[config.mk]
export PLATFORM = sky130hd
export DESIGN_NAME = flash_flag_status_and_block_protect
export DESIGN_NICKNAME = d
export VERILOG_FILES = /design/src/verilog/flash_status_pkg.sv /design/src/verilog/flash_flag_status_and_block_protect.sv /design/src/verilog/protect_decode.sv
export SDC_FILE = /design/constraint.sdc
export NUM_CORES = 1
export LEC_CHECK = 0
export CORE_AREA = 2 2 86 88
export DETAILED_ROUTE_END_ITERATION = 12
export DIE_AREA = 0 0 88 90
export DONT_BUFFER_PORTS = 1
export GPL_TIMING_DRIVEN = 0
export SLEW_MARGIN = 20
export SYNTH_ARGS = -nofsm -noshare
export SYNTH_HDL_FRONTEND = slang
export SYNTH_SLANG_ARGS = --single-unit
[constraint.sdc]
create_clock -name clk -period 4.1 [get_ports clk]
set_input_delay 0.41 -clock clk [delete_from_list [all_inputs] [get_ports clk]]
set_output_delay 0.41 -clock clk [all_outputs]
set_load 0.02 [all_outputs]
[src/verilog/flash_status_pkg.sv]
// Purpose: shared constants for the flash status and block-protect logic
// Assumes: 2048 sectors, top-anchored protect codes decoded in protect_decode
// Notes:   bit positions of flag byte and status byte
package flash_status_pkg;
  localparam int unsigned SECTOR_BITS   = 11;
  localparam int unsigned NUM_SECTORS   = 2048;
  localparam int unsigned CODE_BITS     = 5;
  // flag status byte fields
  localparam int unsigned FLG_READY     = 7;
  localparam int unsigned FLG_ERS_SUSP  = 6;
  localparam int unsigned FLG_ERS_FAIL  = 5;
  localparam int unsigned FLG_PGM_FAIL  = 4;
  localparam int unsigned FLG_VPP_DIS   = 3;
  localparam int unsigned FLG_PGM_SUSP  = 2;
  localparam int unsigned FLG_PROT_FAIL = 1;
  localparam int unsigned FLG_RSVD      = 0;
  // status byte fields
  localparam int unsigned STS_LOCK      = 7;
  localparam int unsigned STS_CODE_LSB  = 2;
  localparam int unsigned STS_WEL       = 1;
  localparam int unsigned STS_WIP       = 0;
  // protect code fields
  localparam int unsigned PC_SIZE3      = 4;
  localparam int unsigned PC_TB         = 3;
  localparam logic [4:0]  PC_RESET      = 5'h00;
  localparam logic [7:0]  BYTE_ZERO     = 8'h00;
  typedef enum logic [1:0] {
    SH_IDLE = 2'b00,
    SH_CMD  = 2'b01,
    SH_DATA = 2'b11
  } shift_e;
endpackage

[src/verilog/flash_flag_status_and_block_protect.sv]
// Purpose: flag status byte, status byte and block protect of a serial flash
// Assumes: SPI mode 0 sampled on clk; cs_n and sdi synchronous to clk
// Notes:   command byte then one data byte; opcodes are parameters
`timescale 1ns/100ps
module flash_flag_status_and_block_protect
#(
  parameter logic [7:0] OP_RD_FLAG  = 8'h70,
  parameter logic [7:0] OP_CLR_FLAG = 8'h50,
  parameter logic [7:0] OP_RD_STS   = 8'h05,
  parameter logic [7:0] OP_WR_STS   = 8'h01
) (
  input  wire logic                   clk,
  input  wire logic                   sys_rst,
  input  wire logic                   cs_n,
  input  wire logic                   sck,
  input  wire logic                   sdi,
  output logic                        sdo,
  output logic                        sdo_oe_n,
  input  wire logic                   busy,
  input  wire logic                   erase_suspend,
  input  wire logic                   program_suspend,
  input  wire logic                   vpp_disabled,
  input  wire logic                   write_latch_flag,
  input  wire logic                   erase_fail_evt,
  input  wire logic                   program_fail_evt,
  input  wire logic [flash_status_pkg::SECTOR_BITS-1:0] op_sector,
  input  wire logic                   op_req,
  output logic                        op_reject,
  output logic [7:0]                  flag_byte,
  output logic [7:0]                  status_byte
);
  import flash_status_pkg::*;
  shift_e            st_r, st_nxt;
  logic [7:0]        sr_r, sr_nxt, tx_r, tx_nxt;
  logic [2:0]        bit_r, bit_nxt;
  logic [7:0]        op_r, op_nxt;
  logic              sck_r;
  logic [4:0]        code_r, code_nxt;
  logic              lock_r, lock_nxt;
  logic              ef_r, ef_nxt, pf_r, pf_nxt, xf_r, xf_nxt;
  logic              rej_r, rej_nxt;
  logic              rise, fall, byte_done, locked, clr;
  logic [7:0]        rx_byte;

  protect_decode #(.SB(SECTOR_BITS)) protect_decode_inst (
    .code   (code_r),
    .sector (op_sector),
    .locked (locked)
  );

  assign rise      = sck && !sck_r && !cs_n;
  assign fall      = !sck && sck_r && !cs_n;
  assign rx_byte   = {sr_r[6:0], sdi};
  assign byte_done = rise && (bit_r == 3'd7);
  assign clr       = byte_done && st_r == SH_CMD && rx_byte == OP_CLR_FLAG;

  always_comb begin
    flag_byte                = BYTE_ZERO;
    flag_byte[FLG_READY]     = !busy;
    flag_byte[FLG_ERS_SUSP]  = erase_suspend;
    flag_byte[FLG_PGM_SUSP]  = program_suspend;
    flag_byte[FLG_ERS_FAIL]  = ef_r;
    flag_byte[FLG_PGM_FAIL]  = pf_r;
    flag_byte[FLG_PROT_FAIL] = xf_r;
    flag_byte[FLG_VPP_DIS]   = vpp_disabled;
    status_byte                                    = BYTE_ZERO;
    status_byte[STS_LOCK]                          = lock_r;
    status_byte[STS_CODE_LSB+CODE_BITS-1:STS_CODE_LSB] = code_r;
    status_byte[STS_WEL]                           = write_latch_flag;
    status_byte[STS_WIP]                           = busy;
  end

  always_comb begin
    st_nxt   = st_r;
    sr_nxt   = sr_r;
    tx_nxt   = tx_r;
    bit_nxt  = bit_r;
    op_nxt   = op_r;
    code_nxt = code_r;
    lock_nxt = lock_r;
    if (cs_n) begin
      st_nxt  = SH_IDLE;
      bit_nxt = 3'd0;
    end else begin
      if (st_r == SH_IDLE) begin
        st_nxt = SH_CMD;
      end
      if (rise) begin
        sr_nxt  = rx_byte;
        bit_nxt = bit_r + 3'd1;
      end
      // first fall after the load keeps bit 7 on the pin
      if (fall && st_r == SH_DATA && bit_r != 3'd0) begin
        tx_nxt = {tx_r[6:0], 1'b0};
      end
      if (byte_done) begin
        unique case (st_r)
          SH_IDLE, SH_CMD: begin
            op_nxt = rx_byte;
            st_nxt = SH_DATA;
            if (rx_byte == OP_RD_FLAG) begin
              tx_nxt = flag_byte;
            end else if (rx_byte == OP_RD_STS) begin
              tx_nxt = status_byte;
            end else begin
              tx_nxt = BYTE_ZERO;
            end
          end
          SH_DATA: begin
            tx_nxt = BYTE_ZERO;
            if (op_r == OP_WR_STS && write_latch_flag && !busy) begin
              lock_nxt = rx_byte[STS_LOCK];
              if (!lock_r) begin
                code_nxt = rx_byte[STS_CODE_LSB+CODE_BITS-1:STS_CODE_LSB];
              end
            end
            op_nxt = BYTE_ZERO;
          end
        endcase
      end
    end
  end

  always_comb begin
    ef_nxt  = ef_r;
    pf_nxt  = pf_r;
    xf_nxt  = xf_r;
    rej_nxt = op_req && locked;
    if (clr) begin
      ef_nxt = 1'b0;
      pf_nxt = 1'b0;
      xf_nxt = 1'b0;
    end
    if (erase_fail_evt) begin
      ef_nxt = 1'b1;
    end
    if (program_fail_evt) begin
      pf_nxt = 1'b1;
    end
    if (rej_nxt) begin
      xf_nxt = 1'b1;
    end
  end

  always_ff @(posedge clk) begin
    if (sys_rst) begin
      st_r   <= SH_IDLE;
      sr_r   <= BYTE_ZERO;
      tx_r   <= BYTE_ZERO;
      bit_r  <= 3'd0;
      op_r   <= BYTE_ZERO;
      sck_r  <= 1'b0;
      code_r <= PC_RESET;
      lock_r <= 1'b0;
      ef_r   <= 1'b0;
      pf_r   <= 1'b0;
      xf_r   <= 1'b0;
      rej_r  <= 1'b0;
    end else begin
      st_r   <= st_nxt;
      sr_r   <= sr_nxt;
      tx_r   <= tx_nxt;
      bit_r  <= bit_nxt;
      op_r   <= op_nxt;
      sck_r  <= sck;
      code_r <= code_nxt;
      lock_r <= lock_nxt;
      ef_r   <= ef_nxt;
      pf_r   <= pf_nxt;
      xf_r   <= xf_nxt;
      rej_r  <= rej_nxt;
    end
  end

  assign sdo       = tx_r[7];
  assign sdo_oe_n  = !(st_r == SH_DATA && !cs_n);
  assign op_reject = rej_r;

  a_ready_bit: assert property (@(posedge clk) disable iff (sys_rst)
    flag_byte[FLG_READY] == !busy) else $error("ready bit wrong");
  a_susp_bits: assert property (@(posedge clk) disable iff (sys_rst)
    flag_byte[FLG_ERS_SUSP] == erase_suspend && flag_byte[FLG_PGM_SUSP] == program_suspend)
    else $error("suspend bits wrong");
  a_fail_sticky: assert property (@(posedge clk) disable iff (sys_rst)
    erase_fail_evt |=> flag_byte[FLG_ERS_FAIL]) else $error("erase fail lost");
  a_clear_flags: assert property (@(posedge clk) disable iff (sys_rst)
    clr && !erase_fail_evt && !program_fail_evt && !(op_req && locked)
    |=> !flag_byte[FLG_ERS_FAIL] && !flag_byte[FLG_PGM_FAIL] && !flag_byte[FLG_PROT_FAIL])
    else $error("flags not cleared");
  a_lock_code: assert property (@(posedge clk) disable iff (sys_rst)
    lock_r |=> $stable(code_r)) else $error("locked code changed");
  a_code_03: assert property (@(posedge clk) disable iff (sys_rst)
    op_req && code_r == 5'h03 |=> op_reject == ($past(op_sector) >= 11'd2044))
    else $error("code 3 decode");
  a_code_04: assert property (@(posedge clk) disable iff (sys_rst)
    op_req && code_r == 5'h04 |=> op_reject == ($past(op_sector) >= 11'd2040))
    else $error("code 4 decode");
  a_code_05: assert property (@(posedge clk) disable iff (sys_rst)
    op_req && code_r == 5'h05 |=> op_reject == ($past(op_sector) >= 11'd2032))
    else $error("code 5 decode");
  a_code_06: assert property (@(posedge clk) disable iff (sys_rst)
    op_req && code_r == 5'h06 |=> op_reject == ($past(op_sector) >= 11'd2016))
    else $error("code 6 decode");
  a_code_small: assert property (@(posedge clk) disable iff (sys_rst)
    op_req && code_r == 5'h00 |=> !op_reject) else $error("code 0 locks");
  a_status_map: assert property (@(posedge clk) disable iff (sys_rst)
    status_byte[6:2] == code_r && status_byte[0] == busy) else $error("status map");
  a_wel_bit: assert property (@(posedge clk) disable iff (sys_rst)
    status_byte[STS_WEL] == write_latch_flag) else $error("latch bit");
  a_one_byte: assert property (@(posedge clk) disable iff (sys_rst)
    byte_done && st_r == SH_DATA |=> tx_r == BYTE_ZERO) else $error("extra byte");
endmodule

[src/verilog/protect_decode.sv]
// Purpose: decide whether a sector is locked by a protect code
// Assumes: top-anchored codes of nonzero size lock; any code with size above 11 locks all sectors; others lock nothing
// Notes:   combinational
`timescale 1ns/100ps
module protect_decode
#(
  parameter int unsigned SB = flash_status_pkg::SECTOR_BITS
) (
  input  wire logic [4:0]    code,
  input  wire logic [SB-1:0] sector,
  output logic               locked
);
  import flash_status_pkg::*;
  logic [SB:0]   count;
  logic [SB:0]   first;
  logic [3:0]    size;
  always_comb begin
    size  = {code[PC_SIZE3], code[2:0]};
    count = '0;
    if (!code[PC_TB] && size != 4'h0) begin
      count = (SB+1)'(1) << (size - 4'h1);
    end
    if (size > 4'hb) begin
      count = (SB+1)'(NUM_SECTORS);
    end
    first  = (SB+1)'(NUM_SECTORS) - count;
    locked = (count != '0) && ({1'b0, sector} >= first);
  end
endmodule

Yosys cells after proc, flatten, opt, wreduce, memory -nomap -nowiden
Cells that the tools add are included.
{"block": "classes", "eq_ne": 7, "magnitude_cmp": 2, "n_addsub": 3, "reduce_logical": 36, "n_shift": 1, "n_bitwise": 2, "n_mux": 15}
{"cell": "$mux 8", "count": 4}
{"cell": "$pmux 8 s2", "count": 2}
{"cell": "$mux 12", "count": 2}
{"cell": "$eq 8x7->1 const B", "count": 2}
{"cell": "$logic_and 1x1->1", "count": 15}
{"cell": "$ge 11x12->1", "count": 1}
{"cell": "$reduce_bool 12->1", "count": 1}
{"cell": "$shl 1x4->12 const A", "count": 1}
{"cell": "$sub 12x12->12 const A", "count": 1}
{"cell": "$eq 8x1->1 const B", "count": 1}
{"cell": "$eq 8x3->1 const B", "count": 1}
{"cell": "$reduce_bool 2->1", "count": 4}
{"cell": "$logic_not 1->1", "count": 6}
{"cell": "$mux 2", "count": 3}
{"cell": "$reduce_and 2->1", "count": 3}
{"cell": "$reduce_and 5->1", "count": 1}
{"cell": "$gt 4x4->1 const B", "count": 1}
{"cell": "$mux 1", "count": 4}
{"cell": "$reduce_and 4->1", "count": 1}
{"cell": "$reduce_bool 4->1", "count": 1}
{"cell": "$reduce_or 2->1", "count": 2}
{"cell": "$sub 4x1->4 const B", "count": 1}
{"cell": "$add 3x1->3 const B", "count": 1}
{"cell": "$eq 3x3->1 const B", "count": 1}
{"cell": "other kinds (5)", "count": 6}
{"block": "totals", "output_inout_bits": 19, "regBits": 39}

Logic depth before layout (Yosys ltp)
Gate-level depths: netlist of run 1.
{"block": "logic_depth", "depth_word": 9, "depth_mapped": 15, "mapped_depth_nobuf": 13}

Modules after synthesis
A second synthesis of run 1 with hierarchy kept.
{"block": "hier_totals", "hier_cells": 274, "hier_area_um2": 2306.0}
{"mod": "flash_flag_status_and_block_protect", "area_each_um2": 1784.2, "n_inst": 1, "cells_per_inst": 199}
{"mod": "protect_decode", "area_each_um2": 521.8, "n_inst": 1, "cells_per_inst": 75}

Least setup slack after synthesis of run 1
OpenSTA, ideal clock, no wires.
{"block": "synth_timing", "kind": "flip-flop to flip-flop", "start": "reg code_r[1]", "end": "reg xf_r", "required_ns": 4.021, "arrival_ns": 2.827, "setup_time_ns": 0.079, "setup_slack_ns": 1.194, "stages_incl_launch_ff": 16, "cell_sequence": "dfxtp_1 buf_2 nor2_1 and3_1 inv_1 ha_1 clkbuf_1 nand2b_1 nor2_1 a22oi_1 o22ai_1 ha_1 nor2_1 a2111oi_0 nand2_1 o211ai_1"}
{"block": "synth_between", "elab_chain_len": 9}
{"item": "start, declared", "line": "flash_flag_status_and_block_protect.sv:38", "rtl": "logic [4:0] code_r, code_nxt;"}
{"item": "start signal, assigned", "line": "flash_flag_status_and_block_protect.sv:166", "rtl": "code_r <= code_nxt;"}
{"item": "$sub 4x1->4 or $reduce_bool 4->1 (tied branches)", "line": "protect_decode.sv:21, protect_decode.sv:20"}
{"item": "$shl 1x4->12 or $logic_and 1x1->1 (tied branches)", "line": "protect_decode.sv:21, protect_decode.sv:20"}
{"item": "$mux 12", "line": "protect_decode.sv:20", "rtl": "if (!code[PC_TB] && size != 4'h0) begin"}
{"item": "$mux 12 (*)", "line": "protect_decode.sv:23", "rtl": "if (size > 4'hb) begin"}
{"item": "$sub 12x12->12", "line": "protect_decode.sv:26", "rtl": "first = (SB+1)'(NUM_SECTORS) - count;"}
{"item": "$ge 11x12->1", "line": "protect_decode.sv:27", "rtl": "locked = (count != '0) && ({1'b0, sector} >= first);"}
{"item": "$logic_and 1x1->1 (*)", "line": "protect_decode.sv:27"}
{"item": "$logic_and 1x1->1 (*)", "line": "flash_flag_status_and_block_protect.sv:128", "rtl": "rej_nxt = op_req && locked;"}
{"item": "$mux 1 or $reduce_bool 2->1 (tied branches)"}
{"item": "end signal, assigned", "line": "flash_flag_status_and_block_protect.sv:170", "rtl": "xf_r <= xf_nxt;"}
{"item": "end, declared", "line": "flash_flag_status_and_block_protect.sv:40", "rtl": "logic ef_r, ef_nxt, pf_r, pf_nxt, xf_r, xf_nxt;"}
Every way passes the cells marked *; elsewhere a longest branch is shown, timed or not.
A chain may end at the register's enable or synchronous reset.

Worst setup path after layout of run 1
Ends and elaborated chain as after synthesis.

==> metrics, run 1 <==
Setup WS post-layout=0.553 ns; post-cts sizing count=0; met3 wire length=374 um; cell count after synthesis=278; status=complete, no violations; DIE WIDTH=88 um; Primary FF master, synth=dfxtp_1; Post-Layout Cell Count=384; clock latency on the worst-skew pair=0.29 ns; post-synthesis net count=317; clk sink count=39; Clock Skew=0.00898 ns; DP Area=2480 um2; vias in the first global route=1772; Syn Area/Cell=8.48 um2; Tcrit/Tclk final=86.5%; FFs w/ async S/R, synth=0%; starting density of the core=33.6%; vias per cell=5.20; worst slew pin tran=0.704 ns; Synth warnings=0; Final ANT Viol Nets=0; cts-stage hold buffer count=0; port buffer count=0; CTS buffer count=5; share of post-route cells with drive strength above 1=11.9%; Slew Limit Fails=0; Via Count=1997; leakage power=0.930 nW; Post-synth EDFFs=0; max_slew headroom=51.9%; crit-path max FO=10; Critical Path Sink Type=register; cell area after layout=2570 um2; RSZ-0062 raised after global routing=false; Cell Rows=31; initial antenna violation count=0; total die area=7920 um2; Wirelength per Cell=14.6 um; PD cells=273 nW/um2; Area growth syn-to-layout=8.97%; Simple-Gate Fraction of Synth Area=25.1%; post-synthesis cell area=2360 um2; commonest non-fill, non-tap cell in the layout=dfxtp_1; Final min period=3.55 ns; H-tree lvl count=2; final hold vios=0; top sig layer=met4; final WL=5600 um; Final setup viols=0; first-pass GRT wire length=8830 um; Die Y=90 um; most frequent cells in the layout=dfxtp_1 (39), nor2_1 (21), nand2_1 (20), inv_1 (19), a21oi_1 (17); TNS Setup=0 ns; sequential share of the synthesized area=33.1%; first drt pass iteration count=6; Post-Synth XOR/XNOR Area=1.11%; Clk pin slew, worst setup/hold paths=0.08 ns; critical path data required time=4.32 ns; CP arrival=3.77 ns; DRT iter0 DRCs=210; Max Clock Freq=282 MHz; Residual DRC=0; Routed met2 length=2590 um; core footprint=7020 um2; crit path launch type=register; total track usage=14.1%; diode count=0; # IOs=43; largest net degree at the start of global routing=12; clk buf depth=2; Max IR drop VDD=134 uV; Adder-Cell Fraction of Synth Area=7.96%; largest family of logic cells by synthesized area=simple AND/OR/NAND/NOR gates; pre-CTS WS=0.504 ns; gr ovfl total=0; fin nets=324; worst min-delay path class=in2reg; DP HPWL=4200 um; CTS root buffer=clkbuf_8; Synth Area in Compound Gates=15.9%; CTS tree=done; Netlist cell types=49; placed insts=377; M1 WL=2530 um; Setup Buffers After CTS=0; max-cap violation count=0; routability cong.=0.820; #FFs+latches synth=39; Finished Core Util=36.6%; WS Path Type=reg2reg; mux share of post-synthesis cell area=5.94%
[logic make-up after synthesis]
kind of cell | count (synthesis)
other cells | 1
xor+xnor | 3
simple gates | 106
compound gates | 52
buf+inv | 48
mux | 14
fa+ha+maj | 15
flops | 39
[registers in the layout (all words and copies together) (netlist names)]
| name | flops |
|---|---|
| st_r | 2 |
| tx_r | 8 |
| lock_r | 1 |
| op_r | 8 |
| ef_r | 1 |
| op_reject | 1 |
| sck_r | 1 |
| code_r | 5 |
| xf_r | 1 |
| pf_r | 1 |
| sr_r | 7 |
| bit_r | 3 |
[worst paths after layout]
check / start / endpoint / slack, ns / cells past startpoint
hold reg to reg: op_r[0] / op_r[0] / 0.45 / 2
setup reg to reg: code_r[1] / xf_r / 0.55 / 15
setup / recovery: code_r[1] / xf_r / 0.55 / 15
hold / removal: program_fail_evt / pf_r / 0.24 / 2
[report_power, final]
part / leakage (nW) / switching (mW) / internal (mW) / total, mW
Combinational: 0.568 / 0.0315 / 0.0226 / 0.0541
Sequential: 0.315 / 0.00358 / 0.382 / 0.386
Clock: 0.0470 / 0.128 / 0.132 / 0.260
[cells in the mapped netlist (8+ instances only)]
cell	count	share of area, %
dfxtp_1	39	33
nor2_1	21	3.3
nand2_1	20	3.2
inv_1	19	3.0
a21oi_1	17	3.6
ha_1	15	8.0
mux2i_1	14	5.9
nand2b_1	14	3.7
buf_4	13	4.1
nand3_1	13	2.8
a211oi_1	9	2.9
nand4_1	8	2.1
[layer usage]
layer,vias to the layer above,GRT usage [%]
met5,-,0
met4,0,4.49
li1,1001,-
met3,9,3.76
met2,53,21.8
met1,934,19.1
[area by class of cell]
type | instances | area [um2]
Sequential cell | 39 | 781
Fill cell | 735 | 4450
Multi-Input combinational cell | 191 | 1320
Clock inverter | 1 | 5.00
Inverter | 19 | 71.3
Buffer | 29 | 181
Clock buffer | 6 | 82.6
Tap cell | 99 | 124
[worst max-delay path, stage by stage, from the launching register on]
cell and delay (ns):
dfxtp_1 0.54, buf_2 0.30, nor2_1 0.08, and3_1 0.20, inv_1 0.07, ha_1 0.14
clkbuf_1 0.30, nand2b_1 0.21, nor2_1 0.07, a22oi_1 0.14, o22ai_1 0.11, ha_1 0.28
nor2_1 0.03, a2111oi_0 0.65, nand2_1 0.15, o211ai_1 0.20
[stage by stage]
| step | power (mW) | hold slack (ns) |
|---|---|---|
| 3_5_place_dp | 0.449 | 0.446 |
| 3_3_place_gp | 0.448 | 0.440 |
| 4_1_cts | 0.713 | 0.229 |
| 2_1_floorplan | 0.439 | 0.428 |
| 6_report | 0.700 | 0.238 |
| 5_1_grt | 0.733 | 0.230 |
No activity file was read; power rests on OpenSTA's default activity.
==> run 2: changes to the inputs <==
CORE_AREA = 2 2 67 69   (was 2 2 86 88)
DIE_AREA = 0 0 69 71   (was 0 0 88 90)
PLACE_DENSITY = 0.72   (was not set)
RECOVER_POWER = 50   (was not set)
==> run 2 against run 1 <==
Net effect: register-to-register slack got worse by 0.13 ns; worst setup slack got worse by 0.13 ns; wire length decreased by 13%; highest routed layer unchanged; final cell count down 12%; sequential share of layout area up 0.76 points; fmax fell by 3.6%; hold slack better by 0.0030 ns; core utilization increased by 23 points; global-route usage rose by 6.4 points; critical path depth unchanged.
==> metrics, run 2 (same netlist as run 1, synthesis figures left out) <==
Clock Skew=0.00576 ns (was 0.00898 ns); Wirelength per Cell=14.5 um (was 14.6 um); critical path data required time=4.32 ns (about the same); diode count=0 (unchanged); Final min period=3.68 ns (was 3.55 ns); Via Count=1942 (was 1997); # IOs=43 (unchanged); share of post-route cells with drive strength above 1=9.09% (was 11.9%); total track usage=20.5% (was 14.1%); core footprint=4200 um2 (was 7020 um2); Max IR drop VDD=168 uV (was 134 uV); worst slew pin tran=0.838 ns (was 0.704 ns); Slew Limit Fails=0 (unchanged); RSZ-0062 raised after global routing=false (unchanged); clock latency on the worst-skew pair=0.29 ns (about the same); cts-stage hold buffer count=0 (unchanged); Final ANT Viol Nets=0 (unchanged); cell area after layout=2510 um2 (was 2570 um2); routability cong.=0.866 (was 0.820); vias per cell=5.75 (was 5.20); port buffer count=0 (unchanged); post-cts sizing count=0 (unchanged); CP arrival=3.90 ns (was 3.77 ns); largest net degree at the start of global routing=13 (was 12); leakage power=0.910 nW (was 0.930 nW); gr ovfl total=0 (unchanged); most frequent cells in the layout=dfxtp_1 (39), nor2_1 (21), nand2_1 (20), inv_1 (19), a21oi_1 (17) (unchanged); TNS Setup=0 ns (unchanged); WS Path Type=reg2reg (unchanged); Area growth syn-to-layout=6.32% (was 8.97%); final hold vios=0 (unchanged); CTS tree=done (unchanged); Critical Path Sink Type=register (unchanged); largest registers=op_r x8, tx_r x8, sr_r x7 (unchanged); DRT iter0 DRCs=112 (was 210); crit-path max FO=10 (unchanged); Setup Buffers After CTS=0 (unchanged); DP HPWL=3780 um (was 4200 um); initial antenna violation count=0 (unchanged); H-tree lvl count=2 (unchanged); Final setup viols=0 (unchanged); clk buf depth=2 (unchanged); max_slew headroom=42.7% (was 51.9%); clk sink count=39 (unchanged); first-pass GRT wire length=8120 um (was 8830 um); Residual DRC=0 (unchanged); CTS root buffer=clkbuf_8 (unchanged); starting density of the core=56.1% (was 33.6%); Die Y=71 um (was 90 um); vias in the first global route=1713 (was 1772); worst min-delay path class=in2reg (unchanged); status=complete, no violations (unchanged); PnR Total Power=0.765 mW (was 0.700 mW); PD cells=305 nW/um2 (was 273 nW/um2); max-cap violation count=0 (unchanged); total die area=4900 um2 (was 7920 um2); Tcrit/Tclk final=89.7% (was 86.5%); DIE WIDTH=69 um (was 88 um); Clk pin slew, worst setup/hold paths=0.08 ns (about the same); commonest non-fill, non-tap cell in the layout=dfxtp_1 (unchanged); final WL=4900 um (was 5600 um); DP Area=2420 um2 (was 2480 um2); Max Clock Freq=272 MHz (was 282 MHz); Cell Rows=24 (was 31); first drt pass iteration count=4 (was 6); Filler cells=388 (was 735); CTS buffer count=5 (unchanged); fin nets=324 (unchanged); crit path launch type=register (unchanged); Finished Core Util=59.6% (was 36.6%)
==> run 2: worst max-delay path, stage by stage (launching register included) <==
cell,delay (ns)
dfxtp_1,0.53
buf_2,0.28
nor2_1,0.08
and3_1,0.20
inv_1,0.06
ha_1,0.13
clkbuf_1,0.30
nand2b_1,0.21
nor2_1,0.08
a22oi_1,0.20
o22ai_1,0.13
ha_1,0.28
nor2_1,0.03
a2111oi_0,0.75
nand2_1,0.15
o211ai_1,0.21
==> run 2: final cells by class <==
| cell class | count | area, um2 | area share, % |
|---|---|---|---|
| buffer | 29 | 148 | 5.89 |
| clock buffer | 6 | 82.6 | 3.30 |
| clock inverter | 2 | 35.0 | 1.40 |
| inverter | 19 | 71.3 | 2.85 |
| multi-input combinational | 191 | 1320 | 52.8 |
| sequential | 39 | 781 | 31.2 |
| tap | 52 | 65.1 | 2.60 |
==> run 2: path summary, 6_finish.rpt <==
check	from	end	slack, ns	cells after the start
hold / removal	program_fail_evt	pf_r	0.24	2
hold reg to reg	op_r[4]	op_r[4]	0.46	2
setup / recovery	code_r[1]	xf_r	0.42	15
setup reg to reg	code_r[1]	xf_r	0.42	15
==> run 2: per-layer routing <==
layer	vias to the layer above	track usage [%]	part of all wire, %
li1	1006	-	-
met1	888	26.6	46
met2	41	32.7	48
met3	7	5.84	4.9
met4	0	7.63	1.4
met5	-	0	0
==> run 2: stage by stage <==
step           hold slack (ns)  instances  setup slack, ns
2_1_floorplan            0.428        278             1.19
3_3_place_gp             0.436        330            0.548
3_5_place_dp             0.445        330            0.448
4_1_cts                  0.232        338            0.428
5_1_grt                  0.232        338           0.0859
6_report                 0.241        338            0.420
==> run 2: power by group <==
group / leakage (nW) / internal (mW) / switching (mW)
Clock: 0.0612 / 0.197 / 0.132
Sequential: 0.315 / 0.382 / 0.00354
Combinational: 0.533 / 0.0190 / 0.0306
Total: 0.910 / 0.598 / 0.167
